### src/rtl/irq_defines.svh
// Constants for the interrupt enable and output block
`ifndef IRQ_DEFINES_SVH
`define IRQ_DEFINES_SVH
`define IRQ_EN_OFFSET 8'h20
`define IRQ_SEL_OFFSET 8'h21
`define IRQ_EN_RESET_GND 8'h00
`define IRQ_EN_RESET_VDD 8'h20
`define IRQ_SEL_RESET 8'h00
`define BIT_SAMPLE_READY 3'd7
`define BIT_BUFFER 3'd6
`define BIT_CHANGE_OUTSIDE 3'd5
`define BIT_CHANGE_INSIDE 3'd4
`define BIT_POSTURE 3'd3
`define BIT_AUTOSLEEP 3'd2
`define BIT_BOOT 3'd1
`define BIT_WAKE_OUT 3'd0
`define CLK_PERIOD_NS 10
`define MOTION_PULSE_MS 5
`define MOTION_PULSE_CYCLES ((`MOTION_PULSE_MS * 1000000) / `CLK_PERIOD_NS)
`define SHORT_BOOT_PULSE_US 10
`define SHORT_BOOT_PULSE_CYCLES ((`SHORT_BOOT_PULSE_US * 1000) / `CLK_PERIOD_NS)
`define LONG_BOOT_PULSE_MS 5
`define LONG_BOOT_PULSE_CYCLES ((`LONG_BOOT_PULSE_MS * 1000000) / `CLK_PERIOD_NS)
`define SYS_MODE_WAKE 2'b01
`endif

### src/rtl/irq_pkg.sv
// Types for the interrupt enable and output block
package irq_pkg;
  typedef enum logic [2:0] {
    boot_idle = 3'b001,
    boot_pulse = 3'b010,
    boot_done = 3'b100
  } boot_state_t;
endpackage : irq_pkg

### src/rtl/pulse_timer_if.sv
// Start and busy signals of a pulse timer
`timescale 1ns/10ps
`default_nettype none
interface pulse_timer_if;
  logic start;
  logic cut;
  logic busy;
  modport owner (output start, output cut, input busy);
  modport timer (input start, input cut, output busy);
endinterface : pulse_timer_if
`default_nettype wire

### src/rtl/irq_enable_output.sv
// Interrupt source enables, routing and pin drive
`timescale 1ns/10ps
`default_nettype none
`include "irq_defines.svh"
module irq_enable_output #(
  parameter int MOTION_CYCLES = `MOTION_PULSE_CYCLES,
  parameter int SHORT_BOOT_CYCLES = `SHORT_BOOT_PULSE_CYCLES,
  parameter int LONG_BOOT_CYCLES = `LONG_BOOT_PULSE_CYCLES
) (
  input wire logic core_clk,
  input wire logic rstn,
  input wire logic power_rstn,
  input wire logic hibernate,
  input wire logic standalone_strap,
  input wire logic reg_wr,
  input wire logic reg_rd,
  input wire logic [7:0] reg_addr,
  input wire logic [7:0] reg_wdata,
  output logic [7:0] reg_rdata,
  input wire logic [7:0] irq_route,
  input wire logic irq_polarity,
  input wire logic [1:0] sys_mode,
  input wire logic active_entry,
  input wire logic odr_tick,
  input wire logic sample_ready_set,
  input wire logic data_read,
  input wire logic [6:2] source_flags,
  input wire logic boot_complete,
  output logic sample_ready_flag,
  output logic boot_done_flag,
  output logic irq_pin_first_out,
  output logic irq_pin_first_oe,
  output logic irq_pin_second_out,
  output logic irq_pin_second_oe
);
  logic [7:0] enables;
  logic boot_irq_off;
  logic strap_q;
  logic strap_seen;
  logic [7:0] active_req;
  logic [7:0] gated;
  logic req_first;
  logic req_second;
  logic wake_on;
  logic wake_now;
  logic boot_level;
  logic sample_pulse_busy;
  logic motion_busy;
  logic boot_busy;
  logic any_pending;
  logic next_first;
  logic next_second;
  irq_pkg::boot_state_t boot_state;

  pulse_timer_if sample_ctl ();
  pulse_timer_if boot_ctl ();

  // Strap caught once after reset release
  always_ff @(posedge core_clk) begin
    if (!rstn) begin
      strap_seen <= 1'b0;
      strap_q <= 1'b0;
    end else if (!strap_seen) begin
      strap_seen <= 1'b1;
      strap_q <= standalone_strap;
    end
  end

  // Enables other than boot-off; reset value depends on the strap
  always_ff @(posedge core_clk) begin
    if (!rstn) begin
      enables <= `IRQ_EN_RESET_GND;
    end else if (!strap_seen) begin
      enables <= standalone_strap ? `IRQ_EN_RESET_VDD : `IRQ_EN_RESET_GND;
    end else if (reg_wr && reg_addr == `IRQ_EN_OFFSET) begin
      enables <= reg_wdata;
    end
  end

  // Separate power-domain reset so a soft reset keeps it
  always_ff @(posedge core_clk) begin
    if (!power_rstn || hibernate) begin
      boot_irq_off <= 1'b0;
    end else if (rstn && reg_wr && reg_addr == `IRQ_EN_OFFSET) begin
      boot_irq_off <= reg_wdata[`BIT_BOOT];
    end
  end

  always_ff @(posedge core_clk) begin
    if (!rstn) begin
      reg_rdata <= 8'h00;
    end else if (reg_rd && reg_addr == `IRQ_EN_OFFSET) begin
      reg_rdata <= {enables[7:2], boot_irq_off, enables[0]};
    end else begin
      reg_rdata <= 8'h00;
    end
  end

  // Sample-ready flag; a new sample beats a simultaneous read
  always_ff @(posedge core_clk) begin
    if (!rstn) begin
      sample_ready_flag <= 1'b0;
    end else if (sample_ready_set) begin
      sample_ready_flag <= 1'b1;
    end else if (data_read) begin
      sample_ready_flag <= 1'b0;
    end
  end

  assign sample_ctl.start = strap_q && sample_ready_set && enables[`BIT_SAMPLE_READY];
  assign sample_ctl.cut = active_entry;
  assign sample_pulse_busy = sample_ctl.busy;

  pulse_timer #(
    .CYCLES(MOTION_CYCLES)
  ) sample_timer (
    .core_clk(core_clk),
    .rstn(rstn),
    .ctl(sample_ctl)
  );

  // Boot sequence pulse; one shot per reset
  always_ff @(posedge core_clk) begin
    if (!rstn) begin
      boot_state <= irq_pkg::boot_idle;
    end else begin
      case (boot_state)
        irq_pkg::boot_idle: begin
          if (boot_complete) begin
            boot_state <= irq_pkg::boot_pulse;
          end
        end
        irq_pkg::boot_pulse: begin
          if (!boot_busy) begin
            boot_state <= irq_pkg::boot_done;
          end
        end
        default: begin
          boot_state <= irq_pkg::boot_done;
        end
      endcase
    end
  end

  always_ff @(posedge core_clk) begin
    if (!rstn) begin
      boot_done_flag <= 1'b0;
    end else if (boot_complete) begin
      boot_done_flag <= 1'b1;
    end
  end

  // One timer serves both widths; strap fixed before boot completes
  localparam int BOOT_W = $clog2(LONG_BOOT_CYCLES + 1);
  localparam int REP_W = $clog2(MOTION_CYCLES + 1);
  logic boot_timer_busy;
  logic [BOOT_W-1:0] boot_count;
  always_ff @(posedge core_clk) begin
    if (!rstn) begin
      boot_count <= '0;
    end else if (boot_state == irq_pkg::boot_idle && boot_complete) begin
      boot_count <= strap_q ? BOOT_W'(LONG_BOOT_CYCLES)
                            : BOOT_W'(SHORT_BOOT_CYCLES);
    end else if (boot_count != '0) begin
      boot_count <= boot_count - 1'b1;
    end
  end
  assign boot_timer_busy = (boot_count != '0);
  assign boot_busy = boot_timer_busy;
  assign boot_ctl.start = 1'b0;
  assign boot_ctl.cut = 1'b0;

  // Strap high: motion pulse train at data rate while anything pending
  assign any_pending = |(gated[6:2]) || (sample_ready_flag && enables[`BIT_SAMPLE_READY]);
  assign motion_busy = boot_ctl.busy;

  pulse_timer #(
    .CYCLES(MOTION_CYCLES)
  ) motion_timer (
    .core_clk(core_clk),
    .rstn(rstn),
    .ctl(boot_ctl)
  );

  logic [REP_W-1:0] repeat_count;
  always_ff @(posedge core_clk) begin
    if (!rstn) begin
      repeat_count <= '0;
    end else if (strap_q && odr_tick && any_pending) begin
      repeat_count <= REP_W'(MOTION_CYCLES);
    end else if (repeat_count != '0) begin
      repeat_count <= repeat_count - 1'b1;
    end
  end

  // Source requests before enables
  assign active_req[`BIT_SAMPLE_READY] = strap_q ? (sample_pulse_busy || repeat_count != '0) : sample_ready_flag;
  assign active_req[6:2] = source_flags;
  assign boot_level = (boot_state == irq_pkg::boot_pulse) && boot_busy;
  assign active_req[`BIT_BOOT] = boot_level;
  assign wake_now = (sys_mode == `SYS_MODE_WAKE);
  assign active_req[`BIT_WAKE_OUT] = 1'b0;

  // Gating per source by its enable; boot by its off bit, which strap high ignores
  genvar i;
  generate
    for (i = 2; i < 8; i++) begin : g_gate
      assign gated[i] = active_req[i] && enables[i];
    end
  endgenerate
  assign gated[`BIT_BOOT] = active_req[`BIT_BOOT] && (strap_q || !boot_irq_off);
  assign gated[`BIT_WAKE_OUT] = 1'b0;
  assign wake_on = enables[`BIT_WAKE_OUT];

  // Pin combination; strap high limits second pin to boot only
  always_comb begin
    req_first = 1'b0;
    req_second = 1'b0;
    for (int k = 2; k < 8; k++) begin
      if (!irq_route[k]) begin
        req_first = req_first || (strap_q ? (gated[k] && repeat_count != '0) || (k == 7 && sample_pulse_busy && enables[7]) : gated[k]);
      end else if (!strap_q) begin
        req_second = req_second || gated[k];
      end
    end
    if (strap_q) begin
      req_second = req_second || gated[`BIT_BOOT];
    end else if (irq_route[`BIT_BOOT]) begin
      req_second = req_second || gated[`BIT_BOOT];
    end else begin
      req_first = req_first || gated[`BIT_BOOT];
    end
  end

  // Wake level overrides pin level; other sources on it are the host's concern
  always_comb begin
    // Strap high: first pin is open-drain, so its pulse must be active low
    next_first = req_first ? (strap_q ? 1'b0 : irq_polarity) : (strap_q ? 1'b1 : !irq_polarity);
    next_second = req_second ? (strap_q ? 1'b0 : irq_polarity) : (strap_q ? 1'b1 : !irq_polarity);
    if (wake_on && !irq_route[`BIT_WAKE_OUT]) begin
      next_first = wake_now ? irq_polarity : !irq_polarity;
    end else if (wake_on && irq_route[`BIT_WAKE_OUT]) begin
      next_second = wake_now ? irq_polarity : !irq_polarity;
    end
  end

  always_ff @(posedge core_clk) begin
    if (!rstn) begin
      irq_pin_first_out <= 1'b0;
      irq_pin_second_out <= 1'b0;
    end else begin
      irq_pin_first_out <= next_first;
      irq_pin_second_out <= next_second;
    end
  end

  // Open-drain in strap-high mode: only the low level is driven
  assign irq_pin_first_oe = strap_q ? !irq_pin_first_out : 1'b1;
  assign irq_pin_second_oe = strap_q ? !irq_pin_second_out : 1'b1;
endmodule : irq_enable_output
`default_nettype wire

### src/rtl/pulse_timer.sv
// Retriggerable one-shot pulse timer
`timescale 1ns/10ps
`default_nettype none
module pulse_timer #(
  parameter int CYCLES = 500000
) (
  input wire logic core_clk,
  input wire logic rstn,
  pulse_timer_if.timer ctl
);
  localparam int W = $clog2(CYCLES + 1);
  logic [W-1:0] count;

  always_ff @(posedge core_clk) begin
    if (!rstn) begin
      count <= '0;
    end else if (ctl.cut) begin
      count <= '0;
    end else if (ctl.start) begin
      count <= W'(CYCLES);
    end else if (count != '0) begin
      count <= count - W'(1);
    end
  end

  assign ctl.busy = (count != '0);
endmodule : pulse_timer
`default_nettype wire

### config.mk
export PLATFORM = sky130hd
export DESIGN_NAME = irq_enable_output
export DESIGN_NICKNAME = d
export VERILOG_FILES = /design/src/rtl/irq_pkg.sv /design/src/rtl/pulse_timer_if.sv /design/src/rtl/irq_enable_output.sv /design/src/rtl/pulse_timer.sv
export VERILOG_INCLUDE_DIRS = /design/src /design/src/rtl
export SDC_FILE = /design/constraint.sdc
export NUM_CORES = 1
export LEC_CHECK = 0
export BUFFER_PORTS_ARGS = -buffer_cell sky130_fd_sc_hd__buf_2
export CAP_MARGIN = 20
export CORE_UTILIZATION = 30
export CTS_CLUSTER_SIZE = 16
export DETAILED_ROUTE_END_ITERATION = 8
export PLACE_DENSITY = 0.48
export SLEW_MARGIN = 20
export SYNTH_ARGS = -nofsm -noshare
export SYNTH_HDL_FRONTEND = slang
export SYNTH_SLANG_ARGS = --single-unit
### constraint.sdc
create_clock -name core_clk -period 2.9 [get_ports core_clk]
set_input_delay 0.145 -clock core_clk [delete_from_list [all_inputs] [get_ports core_clk]]
set_output_delay 0.145 -clock core_clk [all_outputs]
set_load 0.005 [all_outputs]
==> impl_metrics.env, run 1 <==
export IMPL_outcome="complete, no violations"
export IMPL_startpoint_type="flop"
export IMPL_grt_use_total_pct=14.76
export IMPL_cts_tree="built"
export IMPL_drtIter0Drc=195
export IMPL_cts_buffer_depth=2
export IMPL_tritoncts_num_buffers=9
export IMPL_start_util_pct=31.03
export IMPL_dpl_hpwl_um=6461
export IMPL_switchingPower_w=0.002212
export IMPL_synth_flop_cell="dfxtp_1"
export IMPL_ir_worst_vdd_v=0.0003170
export IMPL_clkSlewWorstSetupHoldPaths_ps=70
export IMPL_cts_htree_levels=3
export IMPL_share_clk_of_total_power_pct=19.8
export IMPL_hold_class="primary input to flop"
export IMPL_synthTopCellsByArea="dfxtp_1 44%, nor2_1 7.2%, xor2_1 6.1%"
export IMPL_fmax_mhz=357.6
export IMPL_grt_pass1_vias=3156
export IMPL_cts_setup_buffers=0
export IMPL_cp_end_kind="flop"
export IMPL_crit_type="flop to flop"
export IMPL_clk_latency_ps=340
export IMPL_antenna_found_initial=0
export IMPL_p_per_area_nw_per_um2=1197
export IMPL_grt_ovfl_total=0
export IMPL_wl_um=8844
export IMPL_synth_yosys_seq_area_share_pct=43.68
export IMPL_cts_root_buffer="clkbuf_16"
export IMPL_maxSlewViolCount=0
export IMPL_period_minus_slack_ps=2797
export IMPL_p_sw_share_pct=40.51
export IMPL_seq_power_share_pct=32.7
export IMPL_relSlewSlack_pct=46.32
export IMPL_critPathArrivalTime_ps=3050
export IMPL_setup_tns_ps=0
export IMPL_yosys_warnings=0
export IMPL_p_leak_nw=1.856
export IMPL_clock_skew_ps=7.569
export IMPL_synth_largest_area_cell="dfxtp_1"
export IMPL_rsz0062_at_grt="false"
export IMPL_area_growth_pct=21.30
export IMPL_synth_top_area_share_pct=43.68
export IMPL_synth_edf_count=0
export IMPL_power_internal_w=0.003247
export IMPL_gp_congestion=0.8066
export IMPL_io_pins=58
export IMPL_vias_per_cell=4.801
export IMPL_synth_area_um2=3759
export IMPL_p_total_w=0.005459
export IMPL_synth_fp_nets=481
export IMPL_die_h_um=113.9
export IMPL_wl_per_cell_um=13.14
export IMPL_die_w_um=113.9
export IMPL_r2r_setup_slack_ps=100
export IMPL_first_pass_iters=5
export IMPL_cts_sinks=82
export IMPL_portBuffers=57
export IMPL_setup_viol=0
export IMPL_maxCapViolCount=0
export IMPL_netlist_instances=433
export IMPL_die_area_um2=12980
export IMPL_grt_pass1_wl_um=15080
export IMPL_combPwrFrac_pct=47.5
export IMPL_drc=0
export IMPL_worst_pin_slew_ps=804.4
export IMPL_syn_avg_cell_area_um2=8.680
export IMPL_synth_seq_cells=82
export IMPL_hold_viol=0
export IMPL_vias=3231
export IMPL_fillers=1303
export IMPL_finalCritPeriodShare_pct=96.43
export IMPL_cp_required_ps=3150
export IMPL_regArea_um2=1642
export IMPL_synth_distinct_cells=51
export IMPL_postRouteAntennaNets=0
export IMPL_grt_max_degree=23
export IMPL_fp_coreArea_um2=12110
export IMPL_final_nets=548
export IMPL_cp_max_fo=5
export IMPL_diodes=0
export IMPL_fp_row_count=40
export IMPL_multi_input_area_um2=2034
export IMPL_final_layout_size_suffix_gt1_share_pct=18.42
export IMPL_postSynth_asyncResetShare_pct=0
[worst paths after layout]
check                                      start                end  depth (start not counted)
worst min register to register    boot_done_flag     boot_done_flag                          2
worst max register to register     boot_count[0]  irq_pin_first_out                          8
worst max-delay path               boot_count[0]  irq_pin_first_out                          8
worst min-delay path            sample_ready_set  sample_ready_flag                          3
[kinds of logic (layout without fill, tap and decap cells)]
logic type      Yosys count  after routing  synth area share [%]
simple gates            207            207                 28.36
flops                    82             82                 43.67
compound gates           63             63                 10.69
xor+xnor                 45             45                 10.49
buf+inv                  20             92                 2.197
mux                      12             12                 3.262
fa+ha+maj                 4              4                 1.332
[registers in the layout, indices dropped and copies added, names as in the netlist, 3 cells and up]
name,count
boot_count,19
repeat_count,19
sample_timer.count,19
reg_rdata,8
enables,7
boot_state,3
[routing by layer]
layer	routed length [um]	up-vias	GRT usage [%]
met5	0	-	0
met3	403	8	3.879
li1	-	1660	-
met1	4348	1492	18.91
met4	118	0	5.974
met2	3974	71	23.56
[layout make-up]
class / instances / share of cell area (%)
Clock inverter: 7 / 1.207
Clock buffer: 9 / 4.940
Timing Repair Buffer: 66 / 7.794
Multi-Input combinational cell: 331 / 44.62
Inverter: 10 / 0.8233
Sequential cell: 82 / 36.00
Tap cell: 168 / 4.610
[worst max-delay path: stages, from the launching register on]
cell and delay [ps]:
dfxtp_1 330, inv_2 80, ha_1 160, or4b_2 580, or4_4 470, or4_4 480, nand3b_2 110, mux2_1 320
a31oi_1 180
[what timing repair did]
item,4_1_cts,5_1_grt
resized for setup,0,1
hold endpoints to repair,1,0
hold buffers,1,0
endpoints found under the setup margin,0,1
[power groups by stage]
stage | registers [W] | clock network (W) | logic (W)
2_1_floorplan | 0.00173 | 0 | 0.00207
3_3_place_gp | 0.00179 | 0 | 0.00257
3_5_place_dp | 0.00180 | 0 | 0.00259
4_1_cts | 0.00178 | 0.00112 | 0.00261
5_1_grt | 0.00184 | 0.00117 | 0.00295
6_report | 0.00179 | 0.00108 | 0.00259
[synth_stat cells (6+ instances only)]
library cell  count
nand2_1          30
a21oi_1          24
nor2_1           72
nand2b_1          8
xnor2_1          19
o21a_1            6
o21ai_0           6
mux2i_1          10
inv_1            10
dfxtp_1          82
and2_1           10
nor4_1           12
xor2_1           26
nand3_1          22
or3_1             6
nand4_1           6
a211oi_1          6
nor3_1           10
clkbuf_1          9
[cell usage in the layout (no fill, tap or decap), drive strengths merged, types with 4 or more instances in the layout]
| master | Yosys | layout |
|---|---|---|
| o21ai | 6 | 6 |
| a31oi | 4 | 4 |
| a211oi | 6 | 6 |
| nand4 | 6 | 6 |
| clkbuf | 9 | 9 |
| nand2 | 31 | 31 |
| or3 | 7 | 7 |
| buf | 1 | 65 |
| mux2i | 10 | 10 |
| o21a | 6 | 6 |
| a21oi | 24 | 24 |
| and2 | 10 | 10 |
| dfxtp | 82 | 82 |
| nor3b | 4 | 4 |
| nand3 | 22 | 22 |
| nand2b | 8 | 8 |
| clkinv | 0 | 4 |
| inv | 10 | 11 |
| xor2 | 26 | 26 |
| nor2 | 72 | 72 |
| nor4 | 13 | 13 |
| or4 | 8 | 8 |
| ha | 4 | 4 |
| xnor2 | 19 | 19 |
| nor3 | 10 | 10 |
[per-stage QoR]
stage	worst slack [ps]	hold WS, ps	cell area (um2)	util [%]	cells
2_1_floorplan	98.43	172.7	3759	-	433
3_3_place_gp	180.5	312.7	4269	35.25	656
3_5_place_dp	91.29	312.8	4269	35.25	656
4_1_cts	62.17	22.86	4559	37.64	673
5_1_grt	19.73	30.92	4559	37.64	673
6_report	103.5	36.83	4559	37.64	673
(Power assumes the default switching activity.)
==> run 2, diff against run 1 <==
--- a/config.mk
+++ b/config.mk
@@ -12,6 +12,7 @@
 export CTS_CLUSTER_SIZE = 16
 export DETAILED_ROUTE_END_ITERATION = 8
 export PLACE_DENSITY = 0.48
+export RECOVER_POWER = 50
 export SLEW_MARGIN = 20
 export SYNTH_ARGS = -nofsm -noshare
 export SYNTH_HDL_FRONTEND = slang
==> impl_metrics.env, run 2 (synthesis gave the netlist of run 1 again) <==
export IMPL_outcome="complete, no violations"
export IMPL_crit_type="flop to flop"
export IMPL_grt_pass1_vias=3156
export IMPL_worst_pin_slew_ps=812.6
export IMPL_cts_root_buffer="clkbuf_16"
export IMPL_hold_viol=0
export IMPL_wl_per_cell_um=13.15
export IMPL_cp_end_kind="flop"
export IMPL_holdPathStages=3
export IMPL_fin_area_um2=4549
export IMPL_antenna_found_initial=0
export IMPL_critPathMostFrequentCell="or4_4"
export IMPL_cp_max_fo=5
export IMPL_grt_ovfl_total=0
export IMPL_rsz0062_at_grt="false"
export IMPL_cp_top_family="simple AND/OR/NAND/NOR gates"
export IMPL_setup_tns_ps=0
export IMPL_critPathArrivalTime_ps=3050
export IMPL_grt_use_total_pct=14.76
export IMPL_maxCapViolCount=0
export IMPL_cts_htree_levels=3
export IMPL_setup_viol=0
export IMPL_cts_tree="built"
export IMPL_vias_per_cell=4.825
export IMPL_grt_max_degree=23
export IMPL_startpoint_type="flop"
export IMPL_maxSlewViolCount=0
export IMPL_fin_hold_ws_ps=36.85
export IMPL_vias=3247
export IMPL_start_util_pct=31.03
export IMPL_clock_skew_ps=7.503
export IMPL_fmax_mhz=357.2
export IMPL_fp_coreArea_um2=12110
export IMPL_diodes=0
export IMPL_dpl_hpwl_um=6461
export IMPL_layout_common_cells="82 x dfxtp_1, 72 x nor2_1, 52 x buf_2"
export IMPL_first_pass_iters=5
export IMPL_io_pins=58
export IMPL_die_area_um2=12980
export IMPL_p_total_w=0.005444
export IMPL_portBuffers=57
export IMPL_placed_area_um2=4269
export IMPL_p_per_area_nw_per_um2=1197
export IMPL_path_cells="inv_2 -> ha_1 -> or4b_2 -> or4_4 -> or4_4 -> nand3b_2 -> mux2_1 -> a31oi_1"
export IMPL_hold_class="primary input to flop"
export IMPL_ir_worst_vdd_v=0.0003157
export IMPL_cp_depth=8
export IMPL_cts_buffer_depth=2
export IMPL_final_layout_size_suffix_gt1_share_pct=17.23
export IMPL_grt_pass1_wl_um=15080
export IMPL_gp_congestion=0.8066
export IMPL_drc=0
export IMPL_cts_sinks=82
export IMPL_relSlewSlack_pct=45.83
export IMPL_final_common_cell="dfxtp_1"
export IMPL_die_h_um=113.9
export IMPL_die_w_um=113.9
export IMPL_period_minus_slack_ps=2799
export IMPL_clkSlewWorstSetupHoldPaths_ps=70
export IMPL_final_nets=548
export IMPL_tritoncts_num_buffers=9
export IMPL_rr_worst_depth=8
export IMPL_p_leak_nw=1.829
export IMPL_crit_buf_inv=1
export IMPL_cp_required_ps=3150
export IMPL_drtIter0Drc=206
export IMPL_cp_slowest_cell="or4b_2"
export IMPL_clk_latency_ps=340
export IMPL_area_growth_pct=21.04
export IMPL_wl_um=8850
export IMPL_largestRegisters="boot_count: 19 flops, repeat_count: 19 flops, sample_timer.count: 19 flops"
export IMPL_postRouteAntennaNets=0
export IMPL_finalCritPeriodShare_pct=96.52
export IMPL_cpPeakStageDelay_ps=580
export IMPL_fp_row_count=40
## run 2: cell types whose count changed in the layout (fill, tap and decap cells not counted), sizes merged
cell    before  now
buf         65   60
clkbuf       9   14
## run 2: worst paths after layout
kind	slack (ps)	endpoint	from
worst max-delay path	100	irq_pin_first_out	boot_count[0]
worst min-delay path	40	sample_ready_flag	sample_ready_set
worst max register to register	100	irq_pin_first_out	boot_count[0]
worst min register to register	470	boot_done_flag	boot_done_flag
## run 2: worst min-delay path: stages
cell	delay, ps
buf_2	90
a21oi_1	40
nor2_1	70
## run 2: metrics by stage
step	worst slack, ps	util, %	std cells
6_report	100.8	37.56	673
5_1_grt	17.07	37.56	673
3_3_place_gp	180.5	35.25	656
3_5_place_dp	91.29	35.25	656
4_1_cts	62.17	37.64	673
2_1_floorplan	98.43	-	433
## run 2: what timing repair did
item | CTS | global route
setup endpoints to repair | 0 | 1
resized for setup | 0 | 1
hold endpoints to repair | 1 | 0
buffers inserted | 0 | 0
hold buffers | 1 | 0
## run 2: layer usage
metal | track usage, % | vias to the layer above | wire length [um]
met4 | 5.974 | 0 | 118
li1 | - | 1661 | -
met1 | 18.91 | 1505 | 4339
met5 | 0 | - | 0
met2 | 23.56 | 73 | 3978
met3 | 3.879 | 8 | 414
## run 2: cell type report
cell class	instances	area (um2)
flip-flops and latches	82	1642
clock buffers	9	225.2
multi-input cells	331	2034
clock inverters	7	55.05
repair buffers	66	345.3
well taps	168	210.2
inverters	10	37.54
fillers	1304	7562
## run 2: power by group
part,switching [W],internal [W]
combinational,0.00139,0.00119
clock,0.000496,0.000586
sequential,0.000328,0.00146
